[src/logic/ptd_defs.svh]
// Field positions, widths and register offsets of the page-table-pointer decoder
`ifndef PTD_DEFS_SVH
`define PTD_DEFS_SVH
`define PTD_HAW            6'h30
`define PTD_BIT_NOEXEC     63
`define PTD_BIT_EXT_USE    10
`define PTD_BIT_LARGE      7
`define PTD_BIT_ACCESSED   5
`define PTD_BIT_CACHE_DIS  4
`define PTD_BIT_WR_THRU    3
`define PTD_BIT_USER       2
`define PTD_BIT_WRITE      1
`define PTD_BIT_PRESENT    0
`define PTD_ADDR_LSB       12
`define PTD_RSVD_MSB       51
`define PTD_TT_NESTED      3'h3
`define PTD_CTRL_NOEXEC    0
`define PTD_CTRL_EXT_USE   1
`define PTD_CTRL_SUP_WP    2
`define PTD_CTRL_TT_LSB    3
`define PTD_CTRL_TT_MSB    5
`define PTD_CTRL_COHERENT  6
`define PTD_REQ_USER       0
`define PTD_REQ_WRITE      1
`define PTD_REQ_EXEC       2
`define PTD_REQ_START      3
`define PTD_ST_DONE        0
`define PTD_ST_TABLE       1
`define PTD_ST_FAULT       2
`define PTD_ST_DENY        3
`define PTD_ST_NESTED      4
`define PTD_OFF_ENTRY_LO   12'h000
`define PTD_OFF_ENTRY_HI   12'h004
`define PTD_OFF_CTRL       12'h008
`define PTD_OFF_REQ        12'h00C
`define PTD_OFF_STATUS     12'h010
`define PTD_OFF_TABLE_LO   12'h014
`define PTD_OFF_TABLE_HI   12'h018
`define PTD_OFF_WB_LO      12'h01C
`define PTD_OFF_WB_HI      12'h020
`endif

[src/logic/ptd_pkg.sv]
// Types shared by the page-table-pointer decoder
package ptd_pkg;
    typedef enum logic [1:0] {PTD_IDLE, PTD_DECODE, PTD_DONE} ptd_state_e;
    typedef logic [63:0] ptd_entry_t;
endpackage

[src/logic/ptd_entry_check.sv]
// Combinational decode and permission check of one directory entry
`include "ptd_defs.svh"
module ptd_entry_check
    import ptd_pkg::*;
(
    input  wire ptd_entry_t  entry,
    input  wire logic        exec_protect_enable,
    input  wire logic        ext_use_track_enable,
    input  wire logic        supervisor_write_protect,
    input  wire logic [2:0]  translation_type_field,
    input  wire logic        coherent_req,
    input  wire logic        req_user,
    input  wire logic        req_write,
    input  wire logic        req_exec,
    output logic             is_table,
    output logic             rsvd_fault,
    output logic             deny,
    output logic             nested,
    output logic [1:0]       mem_hint,
    output logic             set_ext_use,
    output logic [63:0]      table_addr
);
    logic [63:0] rsvd_mask;

    // Reserved bits span 51 down to the host address width
    always_comb begin
        rsvd_mask = '0;
        for (int i = 0; i < 64; i++) begin
            if (i <= `PTD_RSVD_MSB && i >= int'(`PTD_HAW)) begin
                rsvd_mask[i] = 1'b1;
            end
        end
    end

    // Decode; bits 62:52, 11, 9:8 and 6 never enter any term
    always_comb begin
        is_table   = entry[`PTD_BIT_PRESENT] & ~entry[`PTD_BIT_LARGE];
        rsvd_fault = entry[`PTD_BIT_PRESENT] & |(entry & rsvd_mask);
        table_addr = '0;
        for (int i = `PTD_ADDR_LSB; i < 64; i++) begin
            if (i < int'(`PTD_HAW)) begin
                table_addr[i] = entry[i];
            end
        end
        nested     = (translation_type_field == `PTD_TT_NESTED);
        mem_hint   = coherent_req ? {entry[`PTD_BIT_CACHE_DIS], entry[`PTD_BIT_WR_THRU]} : 2'h0;
        set_ext_use = ext_use_track_enable;
        deny = (req_exec & exec_protect_enable & entry[`PTD_BIT_NOEXEC])
             | (req_user & ~entry[`PTD_BIT_USER])
             | (req_write & ~entry[`PTD_BIT_WRITE] & (req_user | supervisor_write_protect));
    end
endmodule

[src/logic/ptd_decoder.sv]
// APB-controlled decoder for a directory entry that points to a page table
// Behaviour
// - Deny execute in the region when exec protection enabled and bit 63 set.
// - Next table address is bits host_addr_width-1 down to 12.
// - Nested translation type marks the table address as guest physical.
// - Bit 10 records use only when extended tracking enabled, else ignored.
// - Entry points to a table only when bit 7 is 0.
// - Bit 5 is the accessed flag, set when the entry is used.
// - Bits 4 and 3 give memory-type hints only for coherent requesters.
// - Bit 2 clear refuses user-level requests to the region.
// - Bit 1 clear denies user writes, and supervisor writes under protection.
// - Entry is valid for referencing a table only when bit 0 is 1.
//
// ==========================================================
// Register map, one aligned 32-bit word each
// 0x00 entry word, bits 31:0, read and write
// 0x04 entry word, bits 63:32, read and write
// 0x08 control word, read and write
// 0x0C request word, read and write; bit 3 is a start strobe, not stored
// 0x10 status word, read only; a write is taken and ignored
// 0x14 next table address, bits 31:0, read only
// 0x18 next table address, bits 63:32, read only
// 0x1C written-back entry, bits 31:0, read only
// 0x20 written-back entry, bits 63:32, read only
// Other offsets, and writes to read-only results, answer with pslverr
//
// Control word
// [0] exec protection enable, [1] use tracking enable
// [2] supervisor write protection, [5:3] translation type, [6] coherent requester
//
// Request word
// [0] user level, [1] write, [2] execute, [3] start
//
// Status word
// [0] done, [1] table valid, [2] fault, [3] deny, [4] nested
// [7:6] cache-disable and write-through hints, zero for other requesters
//
// Sequence
// A start while idle decodes for one cycle, then posts status and results
// A start while a decode runs is dropped; poll the done bit instead
// Results stand until the next start; hints follow the live words
//
// Limitations
// Fault covers a clear present bit, a large mapping and reserved bits
// Deny is worked out whether or not the entry is valid
// Flags are written back only for a usable table pointer
//
// The implementer's own choices: the address map and the APB register port.
`include "ptd_defs.svh"
module ptd_decoder
    import ptd_pkg::*;
(
    input  wire logic        pclk,
    input  wire logic        presetn,
    input  wire logic        psel,
    input  wire logic        penable,
    input  wire logic        pwrite,
    input  wire logic [11:0] paddr,
    input  wire logic [31:0] pwdata,
    output logic      [31:0] prdata,
    output logic             pready,
    output logic             pslverr
);
    // ==========================================================
    // Register state
    ptd_state_e  state;
    ptd_state_e  next_state;
    ptd_entry_t  entry;
    ptd_entry_t  next_entry;
    logic [6:0]  ctrl;
    logic [6:0]  next_ctrl;
    logic [2:0]  req;
    logic [2:0]  next_req;
    logic [5:0]  status;
    logic [5:0]  next_status;
    logic [63:0] table_q;
    logic [63:0] next_table_q;
    logic [63:0] wb;
    logic [63:0] next_wb;
    logic [31:0] next_prdata;
    logic        next_pready;
    logic        next_pslverr;

    logic        is_table;
    logic        rsvd_fault;
    logic        deny;
    logic        nested;
    logic [1:0]  mem_hint;
    logic        set_ext_use;
    logic [63:0] table_addr;
    logic        wr_acc;
    logic        rd_acc;
    logic        start;
    logic        exec_protect_enable;
    logic        ext_use_track_enable;
    logic        supervisor_write_protect;
    logic [2:0]  translation_type_field;
    logic        coherent_req;
    logic        req_user;
    logic        req_write;
    logic        req_exec;

    // ==========================================================
    // Control and request fields
    always_comb begin
        exec_protect_enable      = ctrl[`PTD_CTRL_NOEXEC];
        ext_use_track_enable     = ctrl[`PTD_CTRL_EXT_USE];
        supervisor_write_protect = ctrl[`PTD_CTRL_SUP_WP];
        translation_type_field   = ctrl[`PTD_CTRL_TT_MSB:`PTD_CTRL_TT_LSB];
        coherent_req             = ctrl[`PTD_CTRL_COHERENT];
        req_user                 = req[`PTD_REQ_USER];
        req_write                = req[`PTD_REQ_WRITE];
        req_exec                 = req[`PTD_REQ_EXEC];
    end

    // Permission check and field decode of the held entry
    ptd_entry_check u_ptd_entry_check (
        .entry                    (entry),
        .exec_protect_enable      (exec_protect_enable),
        .ext_use_track_enable     (ext_use_track_enable),
        .supervisor_write_protect (supervisor_write_protect),
        .translation_type_field   (translation_type_field),
        .coherent_req             (coherent_req),
        .req_user                 (req_user),
        .req_write                (req_write),
        .req_exec                 (req_exec),
        .is_table                 (is_table),
        .rsvd_fault               (rsvd_fault),
        .deny                     (deny),
        .nested                   (nested),
        .mem_hint                 (mem_hint),
        .set_ext_use              (set_ext_use),
        .table_addr               (table_addr)
    );

    // ==========================================================
    // APB access strobes; one wait state per access
    always_comb begin
        wr_acc = psel & penable & ~pready & pwrite;
        rd_acc = psel & penable & ~pready & ~pwrite;
        start  = wr_acc & (paddr == `PTD_OFF_REQ) & pwdata[`PTD_REQ_START];
    end

    // ==========================================================
    // Decode sequence: start, one decode cycle, results posted
    always_comb begin
        next_state   = state;
        next_status  = status;
        next_table_q = table_q;
        next_wb      = wb;
        case (state)
            PTD_IDLE: begin
                if (start) begin
                    next_state  = PTD_DECODE;
                    next_status = 6'h00;
                end
            end
            PTD_DECODE: begin
                next_state   = PTD_DONE;
                next_table_q = table_addr;
                next_wb      = entry;
                next_status  = 6'h00;
                next_status[`PTD_ST_DONE]   = 1'b1;
                next_status[`PTD_ST_TABLE]  = is_table & ~rsvd_fault;
                next_status[`PTD_ST_FAULT]  = rsvd_fault | ~is_table;
                next_status[`PTD_ST_DENY]   = deny;
                next_status[`PTD_ST_NESTED] = nested;
                // Flags are written back only for a usable table pointer
                if (is_table & ~rsvd_fault) begin
                    next_wb[`PTD_BIT_ACCESSED] = 1'b1;
                    if (set_ext_use) begin
                        next_wb[`PTD_BIT_EXT_USE] = 1'b1;
                    end
                end
            end
            PTD_DONE: begin
                next_state = PTD_IDLE;
            end
            default: begin
                next_state = PTD_IDLE;
            end
        endcase
    end

    // Decode sequence registers
    always_ff @(posedge pclk or negedge presetn) begin
        if (!presetn) begin
            state   <= PTD_IDLE;
            status  <= 6'h00;
            table_q <= 64'h0;
            wb      <= 64'h0;
        end else begin
            state   <= next_state;
            status  <= next_status;
            table_q <= next_table_q;
            wb      <= next_wb;
        end
    end

    // ==========================================================
    // Register file: entry, control and request words
    always_comb begin
        next_entry = entry;
        next_ctrl  = ctrl;
        next_req   = req;
        if (wr_acc) begin
            if (paddr == `PTD_OFF_ENTRY_LO) begin
                next_entry[31:0] = pwdata;
            end else if (paddr == `PTD_OFF_ENTRY_HI) begin
                next_entry[63:32] = pwdata;
            end else if (paddr == `PTD_OFF_CTRL) begin
                next_ctrl = pwdata[6:0];
            end else if (paddr == `PTD_OFF_REQ) begin
                next_req = pwdata[2:0];
            end
        end
    end

    // Register file registers
    always_ff @(posedge pclk or negedge presetn) begin
        if (!presetn) begin
            entry <= 64'h0;
            ctrl  <= 7'h00;
            req   <= 3'h0;
        end else begin
            entry <= next_entry;
            ctrl  <= next_ctrl;
            req   <= next_req;
        end
    end

    // ==========================================================
    // Bus answer: one wait state, refusal of unmapped offsets
    always_comb begin
        next_prdata  = prdata;
        next_pready  = psel & penable & ~pready;
        next_pslverr = 1'b0;
        // Status takes a write and ignores it; results refuse writes
        if (wr_acc) begin
            if (paddr == `PTD_OFF_ENTRY_LO) begin
                next_pslverr = 1'b0;
            end else if (paddr == `PTD_OFF_ENTRY_HI) begin
                next_pslverr = 1'b0;
            end else if (paddr == `PTD_OFF_CTRL) begin
                next_pslverr = 1'b0;
            end else if (paddr == `PTD_OFF_REQ) begin
                next_pslverr = 1'b0;
            end else if (paddr == `PTD_OFF_STATUS) begin
                next_pslverr = 1'b0;
            end else begin
                next_pslverr = 1'b1;
            end
        end
        // Read data stands until the next read
        if (rd_acc) begin
            if (paddr == `PTD_OFF_ENTRY_LO) begin
                next_prdata = entry[31:0];
            end else if (paddr == `PTD_OFF_ENTRY_HI) begin
                next_prdata = entry[63:32];
            end else if (paddr == `PTD_OFF_CTRL) begin
                next_prdata = {25'h0, ctrl};
            end else if (paddr == `PTD_OFF_REQ) begin
                next_prdata = {29'h0, req};
            end else if (paddr == `PTD_OFF_STATUS) begin
                next_prdata = {24'h0, mem_hint, status};
            end else if (paddr == `PTD_OFF_TABLE_LO) begin
                next_prdata = table_q[31:0];
            end else if (paddr == `PTD_OFF_TABLE_HI) begin
                next_prdata = table_q[63:32];
            end else if (paddr == `PTD_OFF_WB_LO) begin
                next_prdata = wb[31:0];
            end else if (paddr == `PTD_OFF_WB_HI) begin
                next_prdata = wb[63:32];
            end else begin
                next_prdata  = 32'h0;
                next_pslverr = 1'b1;
            end
        end
    end

    // Bus answer registers
    always_ff @(posedge pclk or negedge presetn) begin
        if (!presetn) begin
            prdata  <= 32'h0;
            pready  <= 1'b0;
            pslverr <= 1'b0;
        end else begin
            prdata  <= next_prdata;
            pready  <= next_pready;
            pslverr <= next_pslverr;
        end
    end
endmodule

[config.mk]
export PLATFORM = sky130hd
export DESIGN_NAME = ptd_decoder
export DESIGN_NICKNAME = d
export VERILOG_FILES = /design/src/logic/ptd_pkg.sv /design/src/logic/ptd_entry_check.sv /design/src/logic/ptd_decoder.sv
export VERILOG_INCLUDE_DIRS = /design/src /design/src/logic
export SDC_FILE = /design/constraint.sdc
export NUM_CORES = 1
export LEC_CHECK = 0
export ABC_AREA = 1
export CORE_ASPECT_RATIO = 0.5
export CORE_MARGIN = 8
export CORE_UTILIZATION = 55
export DETAILED_ROUTE_END_ITERATION = 10
export DONT_BUFFER_PORTS = 1
export GPL_TIMING_DRIVEN = 0
export PLACE_DENSITY = 0.7
export SKIP_CTS_REPAIR_TIMING = 1
export SLEW_MARGIN = 20
export SYNTH_ARGS = -nofsm -noshare
export SYNTH_HDL_FRONTEND = slang
export SYNTH_SLANG_ARGS = --single-unit
[constraint.sdc]
create_clock -name pclk -period 3.2 [get_ports pclk]
set_input_delay 0.32 -clock pclk [delete_from_list [all_inputs] [get_ports pclk]]
set_output_delay 0.32 -clock pclk [all_outputs]
set_load 0.01 [all_outputs]
* After elaboration in Yosys (flattened, before gate mapping) *
Index checks and enable logic that the tools add are counted.

word-level totals
  bits in registers = 216
  input port bits = 49
  output and inout port bits = 34
  logic and storage cells = 92

operators by class
  equality and inequality tests = 11
  multiplexer cells = 33
  bitwise gates (word level) = 28
  reduce and logical (&&, ||, !) cells = 9

operators by type and width
  operator                                         count
  2-to-1 mux 32 bit                                9
  == test 12 x 5 -> 1 bit (second input constant)  4
  == test 12 x 4 -> 1 bit (second input constant)  2
  2-to-1 mux 1 bit                                 19
  bitwise AND 1 bit                                14
  == test 12 x 3 -> 1 bit (second input constant)  1
  == test 12 x 6 -> 1 bit (second input constant)  1
  zero test 12 bit                                 1
  case mux 6 bit (2 select lines)                  1
  NOT 1 bit                                        10
  2-to-1 mux 6 bit                                 1
  AND reduction 5 bit                              1
  2-to-1 mux 2 bit                                 2
  OR 1 bit                                         4
  case mux 2 bit (2 select lines)                  1
  AND reduction 2 bit                              2
  AND reduction 4 bit                              1
  OR reduction 4 bit                               1
  == test 3 x 2 -> 1 bit (second input constant)   1
  AND reduction 3 bit                              1
  == test 2 x 1 -> 1 bit (second input constant)   1
  zero test 2 bit                                  1
  inequality test 2 bit (second input constant)    1
  nonzero test 2 bit                               1

* Longest topological paths before layout *
Gate-level depths: netlist (run 1).

  depth in word-level cells = 17
  mapped depth = 13
  gate-level depth less buffers = 12

* By module *
Synthesis (run 1) repeated with hierarchy kept, for this count alone.

second synthesis, totals
  cell total of the unflattened synthesis = 1536
  area total of the unflattened synthesis = 11878.9 um^2

modules (own cells, without submodules)
  module           times used  cells an instance  area an instance (um^2)  seq. area each (um^2)
  ptd_decoder      1           1449               11297.1                  6080.8
  ptd_entry_check  1           87                 581.8                    0.0

* Least setup slack after synthesis (run 1) *
Ideal clock, no wire load.

  path kind = register to register
  start point = register pready
  end point = register entry[63]
  setup time = 117 ps
  arrival time = 1365 ps
  slack = 1718 ps
  stages on the path, launching flop included = 8
  path buffers = 2
  cells stage by stage = dfrtp_1 > nor3_2 > and2_1 > buf_4 > nand3_4 > buf_6 > nand2_1 > o21ai_2

on the way
  cells in the longest elaborated chain, start to end = 4

ends and longest elaborated chain
  what                                  RTL line            source
  start, declared                       ptd_decoder.sv:61   output logic pready,
  start signal, assigned                ptd_decoder.sv:289  pready <= next_pready;
  NOT 1 bit                             -
  bitwise AND 1 bit                     -
  net next_pready                       ptd_decoder.sv:81   logic next_pready;
  bitwise AND 1 bit                     ptd_decoder.sv:139  wr_acc = psel & penable & ~pready & pwrite;
  AND reduction 3 bit (no source line)  -
  end signal, assigned                  ptd_decoder.sv:226  entry <= next_entry;
  end, declared                         ptd_decoder.sv:68   ptd_entry_t entry;

The timed path passes the listed nets, and every way through them passes these cells.
A chain may end at the register's enable or synchronous reset.

* Worst setup path in the final report (run 1) *
  start point = register pready
  end point = register prdata[7]

on the way
  cells in the longest elaborated chain, start to end = 3

ends and longest elaborated chain
  what                             RTL line            source
  NOT 1 bit                        ptd_decoder.sv:140  rd_acc = psel & penable & ~pready & ~pwrite;
  bitwise AND 1 bit (2 in series)  ptd_decoder.sv:140
  end signal, assigned             ptd_decoder.sv:288  prdata <= next_prdata;
  end, declared                    ptd_decoder.sv:60   output logic [31:0] prdata,

No other way between the ends.

==> results of run 1 <==
-- layer usage --
metal	up-vias	share of wire, %	track usage (%)
met1	3488	46	33.7
met4	0	1.4	6.18
li1	3411	-	-
met5	-	0	0
met3	43	8.5	6.31
met2	275	44	36.7
-- cell usage after synthesis (2+ instances only) --
master,number,area (µm²)
sky130_fd_sc_hd__clkbuf_2,3,15.0
sky130_fd_sc_hd__a21oi_1,8,40.0
sky130_fd_sc_hd__inv_2,4,15.0
sky130_fd_sc_hd__nand3_1,36,180
sky130_fd_sc_hd__nor2_2,4,25.0
sky130_fd_sc_hd__nor2_1,46,173
sky130_fd_sc_hd__buf_6,16,180
sky130_fd_sc_hd__buf_2,6,30.0
sky130_fd_sc_hd__inv_1,140,526
sky130_fd_sc_hd__nand3_4,4,70.1
sky130_fd_sc_hd__nor2_4,3,33.8
sky130_fd_sc_hd__dfrtp_1,179,4480
sky130_fd_sc_hd__clkbuf_1,23,86.3
sky130_fd_sc_hd__nand2_1,398,1490
sky130_fd_sc_hd__a22oi_1,2,15.0
sky130_fd_sc_hd__nand4_1,6,37.5
sky130_fd_sc_hd__o21ai_0,101,505
sky130_fd_sc_hd__buf_4,3,22.5
sky130_fd_sc_hd__nor2_8,2,40.0
sky130_fd_sc_hd__o21ai_1,43,215
sky130_fd_sc_hd__o21ai_2,28,245
sky130_fd_sc_hd__a31oi_1,2,12.5
sky130_fd_sc_hd__nand2_4,9,101
sky130_fd_sc_hd__nand2_2,5,31.3
-- cell usage in the layout (no fill, tap or decap), types with 3 or more instances in the layout --
cell type and n:
sky130_fd_sc_hd__o21ai_2 28, sky130_fd_sc_hd__clkinv_4 3, sky130_fd_sc_hd__buf_6 16, sky130_fd_sc_hd__clkbuf_16 17, sky130_fd_sc_hd__dfrtp_1 179, sky130_fd_sc_hd__nor2_2 4
sky130_fd_sc_hd__clkinvlp_4 3, sky130_fd_sc_hd__buf_2 6, sky130_fd_sc_hd__o21ai_1 43, sky130_fd_sc_hd__nand2_4 9, sky130_fd_sc_hd__nand3_4 4, sky130_fd_sc_hd__clkinv_2 3
sky130_fd_sc_hd__clkbuf_1 25, sky130_fd_sc_hd__nor2_1 46, sky130_fd_sc_hd__inv_2 4, sky130_fd_sc_hd__a21oi_1 8, sky130_fd_sc_hd__nand4_1 6, sky130_fd_sc_hd__nand2_2 5
sky130_fd_sc_hd__nand2_1 398, sky130_fd_sc_hd__nand3_1 36, sky130_fd_sc_hd__inv_1 140, sky130_fd_sc_hd__o21ai_0 101, sky130_fd_sc_hd__nor2_4 3, sky130_fd_sc_hd__buf_4 3
sky130_fd_sc_hd__clkbuf_2 3
-- cell type report --
type / instances / area share [%]
clock inverter: 11 / 1.33
buffer: 51 / 3.49
inverter: 146 / 5.79
clock buffer: 21 / 4.81
multi-input combinational: 711 / 35.2
tap: 204 / 2.66
sequential: 179 / 46.8
-- power breakdown --
part           total [mW]  switching (mW)  internal [mW]
Clock                2.14           0.942           1.20
Combinational      0.0822          0.0625         0.0197
Sequential           2.27         0.00350           2.26
-- per-stage QoR --
| step | total power, mW | cells | area, µm² | hold slack [ns] | setup WS (ns) |
|---|---|---|---|---|---|
| 2_1_floorplan | 2.37 | 1087 | 8740 | 0.0244 | 1.72 |
| 5_1_grt | 4.57 | 1323 | 9580 | -0.424 | 0.996 |
| 6_report | 4.49 | 1323 | 9580 | -0.417 | 1.10 |
| 4_1_cts | 4.49 | 1323 | 9580 | -0.426 | 1.15 |
| 3_5_place_dp | 2.39 | 1291 | 8990 | 0.0332 | 1.17 |
| 3_3_place_gp | 2.39 | 1291 | 8990 | 0.0338 | 1.21 |
-- logic make-up (layout without fill, tap and decap cells) --
logic type / Yosys count / after routing / synth area share [%]
buffers and inverters: 197 / 229 / 10.2
and+or+nand+nor: 521 / 521 / 26.1
DFF: 179 / 179 / 51.3
AOI/OAI and AO/OA: 190 / 190 / 12.5
-- how the worst min path moves through the flow --
| stage | endpoint | slack, ns |
|---|---|---|
| 2_1_floorplan | ctrl[0] | 0.02 |
| 3_3_place_gp | prdata[4] | 0.03 |
| 3_5_place_dp | prdata[4] | 0.03 |
| 4_1_cts | prdata[12] | -0.43 |
| 5_1_grt | prdata[12] | -0.42 |
| 6_report | wb[35] | -0.42 |
-- flip-flops by register name, summed over array words and instances (netlist names) --
register and cells:
ctrl 7, entry 64, prdata 32, pready 1
pslverr 1, req 3, state 2, status 5
wb 64
==> metrics.log, run 1 <==
INFO  metric grt_antenna_before_repair = 0
INFO  metric final.fill_count = 1365
INFO  metric final_hold_viol_count = 179
INFO  metric die_width = 194 µm
INFO  metric worst_ep_arrival_time = 2.47 ns
INFO  metric layout.nets = 1155
INFO  metric cp-startpoint = pready
INFO  metric worst_ir_drop_vdd = 0.387 mV
INFO  metric layout_worst_path_cycle_share = 65.8%
INFO  metric r2r-end = prdata[7]
INFO  metric ant_nets = 0
INFO  metric ys_async_sr_fraction = 100%
INFO  metric critical_path.slowest_cell = sky130_fd_sc_hd__clkbuf_1
INFO  metric regToRegSetupSlack = 1.10 ns
INFO  metric placement_rows = 32
INFO  metric run_status = finished, violations left
INFO  metric antennaDiodeCount = 0
INFO  metric detailedRoute.firstPassIterationCount = 5
INFO  metric worst_path_dominant_cell_family = simple AND/OR/NAND/NOR gates
INFO  metric power-per-cell-area = 469 nW/µm²
INFO  metric endpoint_kind = register
INFO  metric worstPathBufferInverterCount = 2
INFO  metric clock_tree.root_cell = sky130_fd_sc_hd__clkbuf_16
INFO  metric post_synth.cell_area_avg = 8.04 µm²
INFO  metric vias = 7217
INFO  metric number_of_synthesized_flops_with_an_enable_pin = 0
INFO  metric grt_remaining_overflow = 0
INFO  metric die_area = 20400 µm²
INFO  metric final.hold.worst_slack = -0.417 ns
INFO  metric top_level_ports = 83
INFO  metric yosysWarnings = 0
INFO  metric yosys_register_bits = 179
INFO  metric drc = 0
INFO  metric cpMostUsedCell = sky130_fd_sc_hd__nand2_1
INFO  metric wire_per_inst = 18.4 µm
INFO  metric cts_sinks = 179
INFO  metric cp_num_cells = 6
INFO  metric maximum_number_of_pins_on_one_net_before_global_route_repair = 180
INFO  metric design.core.area = 15500 µm²
INFO  metric period_minus_slack = 2.10 ns
INFO  metric seqCellArea = 4480 µm²
INFO  metric worst_slew_pin_slew = 0.777 ns
INFO  metric timing.critical_path.cells = nor4_4 > clkbuf_1 > o21ai_0 > inv_1 > nand2_1 > nand2_1
INFO  metric grt_setup_unrepaired = false
INFO  metric wl = 24400 µm
INFO  metric clock_tree_from_tritoncts = done
INFO  metric syn2layout_area_growth = 9.65%
INFO  metric violations = hold timing
INFO  metric critPathMaxFanout = 10
INFO  metric global_route.usage.total = 24.0%
INFO  metric maxcap_viol_count = 0
INFO  metric power_leakage = 5.07 nW
INFO  metric r2r_cells = 6
INFO  metric grt_first_pass_wirelength = 39100 µm
INFO  metric postSynthNetCount = 1136
INFO  metric cts_max_path_buffers = 2
INFO  metric critical_path_class = register to register
INFO  metric die_height = 105 µm
INFO  metric final_max_slew_viol_count = 0
INFO  metric mappedNetlistArea = 8740 µm²
INFO  metric timing.critical_path.to = prdata[7]
INFO  metric clock_skew = 0.0115 ns
INFO  metric detailedRoute.firstIterationViolations = 658
INFO  metric clk_latency = 0.44 ns
INFO  metric layout-drive-gt1-share = 11.3%
INFO  metric synth-main-ff-cell = sky130_fd_sc_hd__dfrtp_1
INFO  metric starting_utilization_of_the_core_area = 56.5%
INFO  metric post_synth_num_cell_types = 40
INFO  metric h-tree-depth = 4
INFO  metric post_synth_inst_count = 1087
INFO  metric r2r_path_start = pready
INFO  metric hpwl = 16700 µm
INFO  metric finish.utilization = 62.0%
INFO  metric tritoncts.num_buffers = 17
INFO  metric vias_per_cell = 5.46
INFO  metric timing.setup.tns = 0 ns
INFO  metric vias_in_the_first_global_route = 7153
INFO  metric worstHoldPathType = input port to asynchronous set/reset pin
INFO  metric place.gp.congestion = 0.860
INFO  metric share_of_the_yosys_chip_area_belonging_to_registers = 51.3%
INFO  metric timing.slew.headroom = 48.2%
INFO  metric finalSetupViolCount = 0
INFO  metric critPathMaxStageDelay = 0.56 ns
INFO  metric multi_input_area = 3370 µm²
INFO  metric path_clk_slew = 0.07 ns
INFO  metric port_buffer_count = 0
INFO  metric critPathLaunchType = register
INFO  metric worst-endpoint-required = 3.57 ns
INFO  metric fmaxAchievable = 0.475 GHz
Note: power is estimated with default switching activity, not from simulation.
==> run 2: changes to the inputs <==
--- a/config.mk
+++ b/config.mk
@@ -6,7 +6,7 @@
 export SDC_FILE = /design/constraint.sdc
 export NUM_CORES = 1
 export LEC_CHECK = 0
-export ABC_AREA = 1
+export ABC_AREA = 0
 export CORE_ASPECT_RATIO = 0.5
 export CORE_MARGIN = 8
 export CORE_UTILIZATION = 55
==> constraint.sdc (replaced) <==
create_clock -name pclk -period 2 [get_ports pclk]
set_input_delay 0.2 -clock pclk [delete_from_list [all_inputs] [get_ports pclk]]
set_output_delay 0.2 -clock pclk [all_outputs]
set_load 0.01 [all_outputs]
==> metrics.log, run 2 <==
INFO  metric most_used_cells_in_the_layout_excluding_fill_and_tap_cells = 217 x sky130_fd_sc_hd__nand2_1, 179 x sky130_fd_sc_hd__dfrtp_1, 66 x sky130_fd_sc_hd__mux2_2, 51 x sky130_fd_sc_hd__o21ai_0, 37 x sky130_fd_sc_hd__a21oi_1 (was 398 x sky130_fd_sc_hd__nand2_1, 179 x sky130_fd_sc_hd__dfrtp_1, 140 x sky130_fd_sc_hd__inv_1, 101 x sky130_fd_sc_hd__o21ai_0, 46 x sky130_fd_sc_hd__nor2_1)
INFO  metric maxcap_viol_count = 0 (unchanged)
INFO  metric detailedRoute.firstIterationViolations = 636 (was 658)
INFO  metric muxShareOfSynthArea = 10.5% (was 0%)
INFO  metric timing.slew.headroom = 46.7% (was 48.2%)
INFO  metric mappedNetlistArea = 8090 µm² (was 8740 µm²)
INFO  metric clock_skew = 0.0118 ns (was 0.0115 ns)
INFO  metric synth.top_cells.by_count = 217 x sky130_fd_sc_hd__nand2_1, 179 x sky130_fd_sc_hd__dfrtp_1, 66 x sky130_fd_sc_hd__mux2_2, 51 x sky130_fd_sc_hd__o21ai_0, 37 x sky130_fd_sc_hd__a21oi_1 (was 398 x sky130_fd_sc_hd__nand2_1, 179 x sky130_fd_sc_hd__dfrtp_1, 140 x sky130_fd_sc_hd__inv_1, 101 x sky130_fd_sc_hd__o21ai_0, 46 x sky130_fd_sc_hd__nor2_1)
INFO  metric global_route.usage.total = 24.1% (was 24.0%)
INFO  metric cts_max_path_buffers = 2 (unchanged)
INFO  metric detailedRoute.firstPassIterationCount = 5 (unchanged)
INFO  metric starting_utilization_of_the_core_area = 56.0% (was 56.5%)
INFO  metric die_area = 19100 µm² (was 20400 µm²)
INFO  metric final_max_slew_viol_count = 0 (unchanged)
INFO  metric worstHoldPathType = input port to asynchronous set/reset pin (unchanged)
INFO  metric grt_antenna_before_repair = 0 (unchanged)
INFO  metric netSwitchingPower = 1.63 mW (was 1.01 mW)
INFO  metric tritoncts.num_buffers = 17 (unchanged)
INFO  metric placement_rows = 31 (was 32)
INFO  metric yosysTopAreaCell = sky130_fd_sc_hd__dfrtp_1 (unchanged)
INFO  metric postSynthNetCount = 828 (was 1136)
INFO  metric layout-drive-gt1-share = 18.6% (was 11.3%)
INFO  metric yosys-top-cells-area = sky130_fd_sc_hd__dfrtp_1 55%, sky130_fd_sc_hd__nand2_1 10%, sky130_fd_sc_hd__mux2_2 9.2%, sky130_fd_sc_hd__o21ai_0 3.2%, sky130_fd_sc_hd__a21oi_1 2.3% (was sky130_fd_sc_hd__dfrtp_1 51%, sky130_fd_sc_hd__nand2_1 17%, sky130_fd_sc_hd__inv_1 6.0%, sky130_fd_sc_hd__o21ai_0 5.8%, sky130_fd_sc_hd__o21ai_2 2.8%)
INFO  metric power_leakage = 4.52 nW (was 5.07 nW)
INFO  metric post_synth.cell_area_avg = 10.4 µm² (was 8.04 µm²)
INFO  metric h-tree-depth = 4 (unchanged)
INFO  metric worst-endpoint-required = 2.31 ns (was 3.57 ns)
INFO  metric cts_sinks = 179 (unchanged)
INFO  metric yosys_register_bits = 179 (unchanged)
INFO  metric grt_first_pass_wirelength = 35000 µm (was 39100 µm)
INFO  metric place.gp.congestion = 0.961 (was 0.860)
INFO  metric period_minus_slack = 1.95 ns (was 2.10 ns)
INFO  metric area_share_of_xor_xnor_cells_in_the_synthesized_design = 0% (unchanged)
INFO  metric run_status = finished, violations left (unchanged)
INFO  metric share_of_the_yosys_chip_area_belonging_to_registers = 55.4% (was 51.3%)
INFO  metric number_of_synthesized_flops_with_an_enable_pin = 0 (unchanged)
INFO  metric path_clk_slew = 0.07 ns (about the same)
INFO  metric critical_path_class = register to register (unchanged)
INFO  metric post_synth_num_cell_types = 61 (was 40)
INFO  metric power-per-cell-area = 785 nW/µm² (was 469 nW/µm²)
INFO  metric vias = 6218 (was 7217)
INFO  metric internal_power = 5.73 mW (was 3.48 mW)
INFO  metric r2r_path_start = pready (unchanged)
INFO  metric syn2layout_area_growth = 15.9% (was 9.65%)
INFO  metric critPathMaxFanout = 10 (unchanged)
INFO  metric wire_per_inst = 21.3 µm (was 18.4 µm)
INFO  metric fmaxAchievable = 0.512 GHz (was 0.475 GHz)
INFO  metric design.core.area = 14400 µm² (was 15500 µm²)
INFO  metric layout_worst_path_cycle_share = 97.7% (was 65.8%)
INFO  metric worst_slew_pin_slew = 0.797 ns (was 0.777 ns)
INFO  metric synth_largest_type_area_fraction = 55.4% (was 51.3%)
INFO  metric die_width = 187 µm (was 194 µm)
INFO  metric ant_nets = 0 (unchanged)
INFO  metric synth.most_common_cell = sky130_fd_sc_hd__nand2_1 (unchanged)
INFO  metric layout.nets = 885 (was 1155)
INFO  metric violations = hold timing (unchanged)
INFO  metric design_power_total = 7.35 mW (was 4.49 mW)
INFO  metric final.hold.worst_slack = -0.540 ns (was -0.417 ns)
INFO  metric worst_ep_arrival_time = 2.27 ns (was 2.47 ns)
INFO  metric clock_power_share = 46.8% (was 47.7%)
INFO  metric top_level_ports = 83 (unchanged)
INFO  metric endpoint_kind = register (unchanged)
INFO  metric power.share.sequential = 50.0% (was 50.5%)
INFO  metric synth-simple-area-share = 17.3% (was 26.1%)
INFO  metric clock_tree_from_tritoncts = done (unchanged)
INFO  metric port_buffer_count = 0 (unchanged)
INFO  metric wl = 22300 µm (was 24400 µm)
INFO  metric worst_ir_drop_vdd = 0.549 mV (was 0.387 mV)
INFO  metric antennaDiodeCount = 0 (unchanged)
INFO  metric finalSetupViolCount = 0 (unchanged)
INFO  metric final_hold_viol_count = 179 (unchanged)
INFO  metric mostFrequentLayoutCell = sky130_fd_sc_hd__nand2_1 (unchanged)
INFO  metric die_height = 102 µm (was 105 µm)
INFO  metric synth-main-ff-cell = sky130_fd_sc_hd__dfrtp_1 (unchanged)
INFO  metric vias_per_cell = 5.94 (was 5.46)
INFO  metric clk_latency = 0.44 ns (about the same)
INFO  metric yosysWarnings = 0 (unchanged)
INFO  metric synth-adder-area-share = 0% (unchanged)
INFO  metric post_synth_inst_count = 779 (was 1087)
INFO  metric combinational_family_with_the_most_area_after_synthesis = simple AND/OR/NAND/NOR gates (unchanged)
INFO  metric synth_compound_area_share = 13.2% (was 12.5%)
INFO  metric power_share_of_the_combinational_group = 3.2% (was 1.8%)
INFO  metric critPathLaunchType = register (unchanged)
INFO  metric maximum_number_of_pins_on_one_net_before_global_route_repair = 180 (unchanged)
INFO  metric vias_in_the_first_global_route = 5989 (was 7153)
INFO  metric ys_async_sr_fraction = 100% (unchanged)
INFO  metric grt_remaining_overflow = 0 (unchanged)
INFO  metric drc = 0 (unchanged)
INFO  metric clock_tree.root_cell = sky130_fd_sc_hd__clkbuf_16 (unchanged)
INFO  metric registers_with_the_most_flip_flops = entry (64), wb (64), prdata (32) (unchanged)
INFO  metric timing.setup.tns = 0 ns (unchanged)
INFO  metric hpwl = 15000 µm (was 16700 µm)
INFO  metric power.switching_fraction = 22.1% (was 22.5%)
INFO  metric cp-startpoint = pready (unchanged)
-- run 2: changes by cell type after synthesis, sizes merged, moves of 6 or more --
cell,before,now
inv,144,8
nor2,55,16
nor3,2,11
a21oi,8,37
nand2b,0,17
a211oi,0,10
nand2,413,217
o21ai,173,68
buf,25,19
a22o,0,21
mux2,0,73
nand3,41,6
-- run 2: cell type report --
class	instances	area, µm²
sequential	179	4480
fill	1138	5060
buffer	46	275
multi-input combinational	545	3350
tap	198	248
timing repair buffer	39	385
inverter	8	30.0
clock buffer	17	425
clock inverter	15	181
-- run 2: path summary, 6_finish.rpt --
kind,to,slack [ns],cells past startpoint
min reg2reg,state[0],0.44,1
max,entry[13],0.05,5
min,entry[18],-0.54,0
min in group pclk,pready,0.04,1
max in group asynchronous,entry[62],2.24,0
max reg2reg,entry[13],0.05,5
-- run 2: metrics by stage --
stage | cells | hold slack, ns | utilization [%] | cell area [µm²] | setup WS, ns
2_1_floorplan | 779 | -0.0956 | - | 8090 | 0.159
3_3_place_gp | 977 | -0.0879 | 57.8 | 8330 | -0.494
3_5_place_dp | 977 | -0.0877 | 57.8 | 8330 | -0.473
4_1_cts | 1009 | -0.551 | 62.0 | 8940 | -0.477
5_1_grt | 1047 | -0.557 | 64.9 | 9370 | -0.00161
6_report | 1047 | -0.540 | 64.9 | 9370 | 0.0451
-- run 2: worst max-delay path, cell delays in order (launching register included) --
cell	delay [ns]
sky130_fd_sc_hd__dfrtp_1	0.41
sky130_fd_sc_hd__and3b_2	0.31
sky130_fd_sc_hd__nand2_1	0.15
sky130_fd_sc_hd__nor2_4	0.31
sky130_fd_sc_hd__buf_4	0.28
sky130_fd_sc_hd__mux2_2	0.36
-- run 2: logic make-up (layout without fill, tap and decap cells) --
logic type,count (synthesis),in the layout
AO/OA/AOI/OAI,168,168
buffers and inverters,55,125
flip-flops,179,179
multiplexers,74,74
AND/OR/NAND/NOR,303,303
-- run 2: power by group through the flow --
stage | sequential (mW) | combinational, mW | clock [mW]
2_1_floorplan | 3.74 | 0.118 | 0
3_3_place_gp | 3.75 | 0.159 | 0
3_5_place_dp | 3.75 | 0.161 | 0
4_1_cts | 3.68 | 0.162 | 3.49
5_1_grt | 3.68 | 0.253 | 3.63
6_report | 3.68 | 0.233 | 3.44
-- run 2: routing by layer --
metal | up-vias | part of all wire (%) | track usage, %
li1 | 2816 | - | -
met1 | 3125 | 44 | 32.8
met5 | - | 0 | 0
met2 | 250 | 46 | 37.4
met3 | 27 | 9.3 | 7.59
met4 | 0 | 1.2 | 5.78
==> run 3: changes to the inputs <==
--- a/config.mk
+++ b/config.mk
@@ -8,12 +8,13 @@
 export LEC_CHECK = 0
 export ABC_AREA = 0
 export CORE_ASPECT_RATIO = 0.5
-export CORE_MARGIN = 8
+export CORE_MARGIN = 2
 export CORE_UTILIZATION = 55
 export DETAILED_ROUTE_END_ITERATION = 10
 export DONT_BUFFER_PORTS = 1
 export GPL_TIMING_DRIVEN = 0
 export PLACE_DENSITY = 0.7
+export RECOVER_POWER = 100
 export SKIP_CTS_REPAIR_TIMING = 1
 export SLEW_MARGIN = 20
 export SYNTH_ARGS = -nofsm -noshare
==> metrics.log, run 3 (synthesis gave the netlist of run 2 again) <==
INFO  metric run_status = finished, violations left (unchanged)
INFO  metric violations = hold timing (unchanged)
INFO  metric seqCellArea = 4480 µm² (unchanged)
INFO  metric layout-drive-gt1-share = 17.8% (was 18.6%)
INFO  metric mostFrequentLayoutCell = sky130_fd_sc_hd__nand2_1 (unchanged)
INFO  metric starting_utilization_of_the_core_area = 56.0% (unchanged)
INFO  metric fmaxAchievable = 0.522 GHz (was 0.512 GHz)
INFO  metric detailedRoute.firstIterationViolations = 539 (was 636)
INFO  metric vias_in_the_first_global_route = 6055 (was 5989)
INFO  metric power_leakage = 4.51 nW (was 4.52 nW)
INFO  metric regToRegSetupSlack = 0.08 ns (was 0.05 ns)
INFO  metric r2r_cells = 5 (unchanged)
INFO  metric wl = 22300 µm (about the same)
INFO  metric timing.critical_path.cells = and3b_2 > and2b_1 > o21ai_0 > a221o_1 > o21a_1 (was and3b_2 > nand2_1 > nor2_4 > buf_4 > mux2_2)
INFO  metric critPathLaunchType = register (unchanged)
INFO  metric antennaDiodeCount = 0 (unchanged)
INFO  metric timing.slew.headroom = 47.9% (was 46.7%)
INFO  metric stdcell_area = 9340 µm² (was 9370 µm²)
INFO  metric most_used_cells_in_the_layout_excluding_fill_and_tap_cells = 217 x sky130_fd_sc_hd__nand2_1, 179 x sky130_fd_sc_hd__dfrtp_1, 66 x sky130_fd_sc_hd__mux2_2, 60 x sky130_fd_sc_hd__o21ai_0, 37 x sky130_fd_sc_hd__a21oi_1 (was 217 x sky130_fd_sc_hd__nand2_1, 179 x sky130_fd_sc_hd__dfrtp_1, 66 x sky130_fd_sc_hd__mux2_2, 51 x sky130_fd_sc_hd__o21ai_0, 37 x sky130_fd_sc_hd__a21oi_1)
INFO  metric power-per-cell-area = 804 nW/µm² (was 785 nW/µm²)
INFO  metric finalSetupViolCount = 0 (unchanged)
INFO  metric critPathMaxFanout = 8 (was 10)
INFO  metric r2r-end = prdata[4] (was entry[13])
INFO  metric drc = 0 (unchanged)
INFO  metric wire_per_inst = 21.3 µm (about the same)
INFO  metric hpwl = 14800 µm (was 15000 µm)
INFO  metric endpoint_kind = register (unchanged)
INFO  metric die_width = 175 µm (was 187 µm)
INFO  metric r2r_path_start = pready (unchanged)
INFO  metric clk_latency = 0.44 ns (about the same)
INFO  metric ant_nets = 0 (unchanged)
INFO  metric clock_skew = 0.00916 ns (was 0.0118 ns)
INFO  metric maxcap_viol_count = 0 (unchanged)
INFO  metric cts_max_path_buffers = 2 (unchanged)
INFO  metric place_ws = -0.505 ns (was -0.473 ns)
INFO  metric critical_path.slowest_cell = sky130_fd_sc_hd__dfrtp_1 (unchanged)
INFO  metric syn2layout_area_growth = 15.5% (was 15.9%)
INFO  metric grt_antenna_before_repair = 0 (unchanged)
INFO  metric global_route.usage.total = 29.1% (was 24.1%)
INFO  metric clock_tree_from_tritoncts = done (unchanged)
INFO  metric registers_with_the_most_flip_flops = entry (64), wb (64), prdata (32) (unchanged)
INFO  metric grt_remaining_overflow = 0 (unchanged)
INFO  metric finalWorstSetupSlack = 0.0846 ns (was 0.0451 ns)
INFO  metric worst-endpoint-required = 2.32 ns (was 2.31 ns)
INFO  metric grt_setup_unrepaired = false
INFO  metric final_max_slew_viol_count = 0 (unchanged)
INFO  metric die_height = 89.7 µm (was 102 µm)
INFO  metric period_minus_slack = 1.92 ns (was 1.95 ns)
INFO  metric layout.nets = 883 (was 885)
INFO  metric finish.utilization = 64.7% (was 64.9%)
INFO  metric placement_rows = 31 (unchanged)
INFO  metric final.fill_count = 1181 (was 1138)
INFO  metric clock_tree.root_cell = sky130_fd_sc_hd__clkbuf_16 (unchanged)
INFO  metric final.hold.worst_slack = -0.534 ns (was -0.540 ns)
INFO  metric design.core.area = 14400 µm² (unchanged)
INFO  metric grt_first_pass_wirelength = 34500 µm (was 35000 µm)
INFO  metric port_buffer_count = 0 (unchanged)
INFO  metric critical_path_class = register to register (unchanged)
INFO  metric cts_sinks = 179 (unchanged)
INFO  metric die_area = 15700 µm² (was 19100 µm²)
INFO  metric worstHoldPathType = input port to asynchronous set/reset pin (unchanged)
INFO  metric worst_ir_drop_vdd = 0.588 mV (was 0.549 mV)
INFO  metric critPathMaxStageDelay = 0.41 ns (about the same)
INFO  metric place.gp.congestion = 0.957 (was 0.961)
INFO  metric layout_worst_path_cycle_share = 95.8% (was 97.7%)
INFO  metric h-tree-depth = 4 (unchanged)
INFO  metric top_level_ports = 83 (unchanged)
INFO  metric maximum_number_of_pins_on_one_net_before_global_route_repair = 180 (unchanged)
INFO  metric multi_input_area = 3320 µm² (was 3350 µm²)
INFO  metric vias_per_cell = 5.98 (was 5.94)
INFO  metric placed_area = 8330 µm² (unchanged)
INFO  metric worst_slew_pin_slew = 0.774 ns (was 0.797 ns)
INFO  metric tritoncts.num_buffers = 17 (unchanged)
INFO  metric worst_ep_arrival_time = 2.24 ns (was 2.27 ns)
INFO  metric detailedRoute.firstPassIterationCount = 5 (unchanged)
INFO  metric path_clk_slew = 0.07 ns (about the same)
INFO  metric final_hold_viol_count = 179 (unchanged)
INFO  metric vias = 6245 (was 6218)
-- run 3: cell count changes in the layout (fill, tap and decap cells not counted), sizes merged --
| cell | change |
|---|---|
| clkinv | -2 |
| clkbuf | +6 |
| buf | -8 |
| inv | +1 |
| bufinv | +1 |
-- run 3: worst max-delay path, delay by kind of cell (launching register included) --
kind	cells	cell delay (ns)
compound gates	3	0.71
flops	1	0.41
simple gates	2	0.68
-- run 3: per-layer routing --
metal | wire length [µm] | track usage, % | vias up
met1 | 10300 | 41.5 | 3205
met3 | 1580 | 7.45 | 27
met5 | 0 | 0 | -
li1 | - | - | 2811
met4 | 348 | 8.95 | 0
met2 | 10100 | 44.1 | 202
-- run 3: report_power, final --
group	leakage [nW]	switching [mW]	total, mW	internal, mW
Sequential	2.47	0.0341	3.68	3.64
Combinational	1.73	0.127	0.229	0.102
Clock	0.305	1.49	3.60	2.11
-- run 3: stage by stage --
stage | setup TNS (ns) | power, mW | std cells
6_report | 0 | 7.51 | 1045
5_1_grt | 0 | 7.72 | 1045
4_1_cts | -15.15 | 7.47 | 1009
3_3_place_gp | -34.71 | 3.91 | 977
3_5_place_dp | -35.67 | 3.91 | 977
2_1_floorplan | 0 | 3.86 | 779
-- run 3: cell type report --
class	instances	area share, %
Multi-Input combinational cell	545	35.6
Clock inverter	15	2.17
Sequential cell	179	48.0
Inverter	8	0.322
Buffer	46	2.91
Timing Repair Buffer	37	3.86
Tap cell	198	2.65
Clock buffer	17	4.56
-- run 3: worst max path at each step --
stage	start	end	slack, ns	cells after the start
after floorplan	pready	entry[35]	0.16	6
after global placement	paddr[2]	prdata[15]	-0.47	7
after detailed placement	paddr[2]	prdata[12]	-0.50	7
after CTS	pready	prdata[25]	-0.48	8
after global routing	paddr[5]	prdata[13]	0.008	7
final	pready	prdata[4]	0.08	5
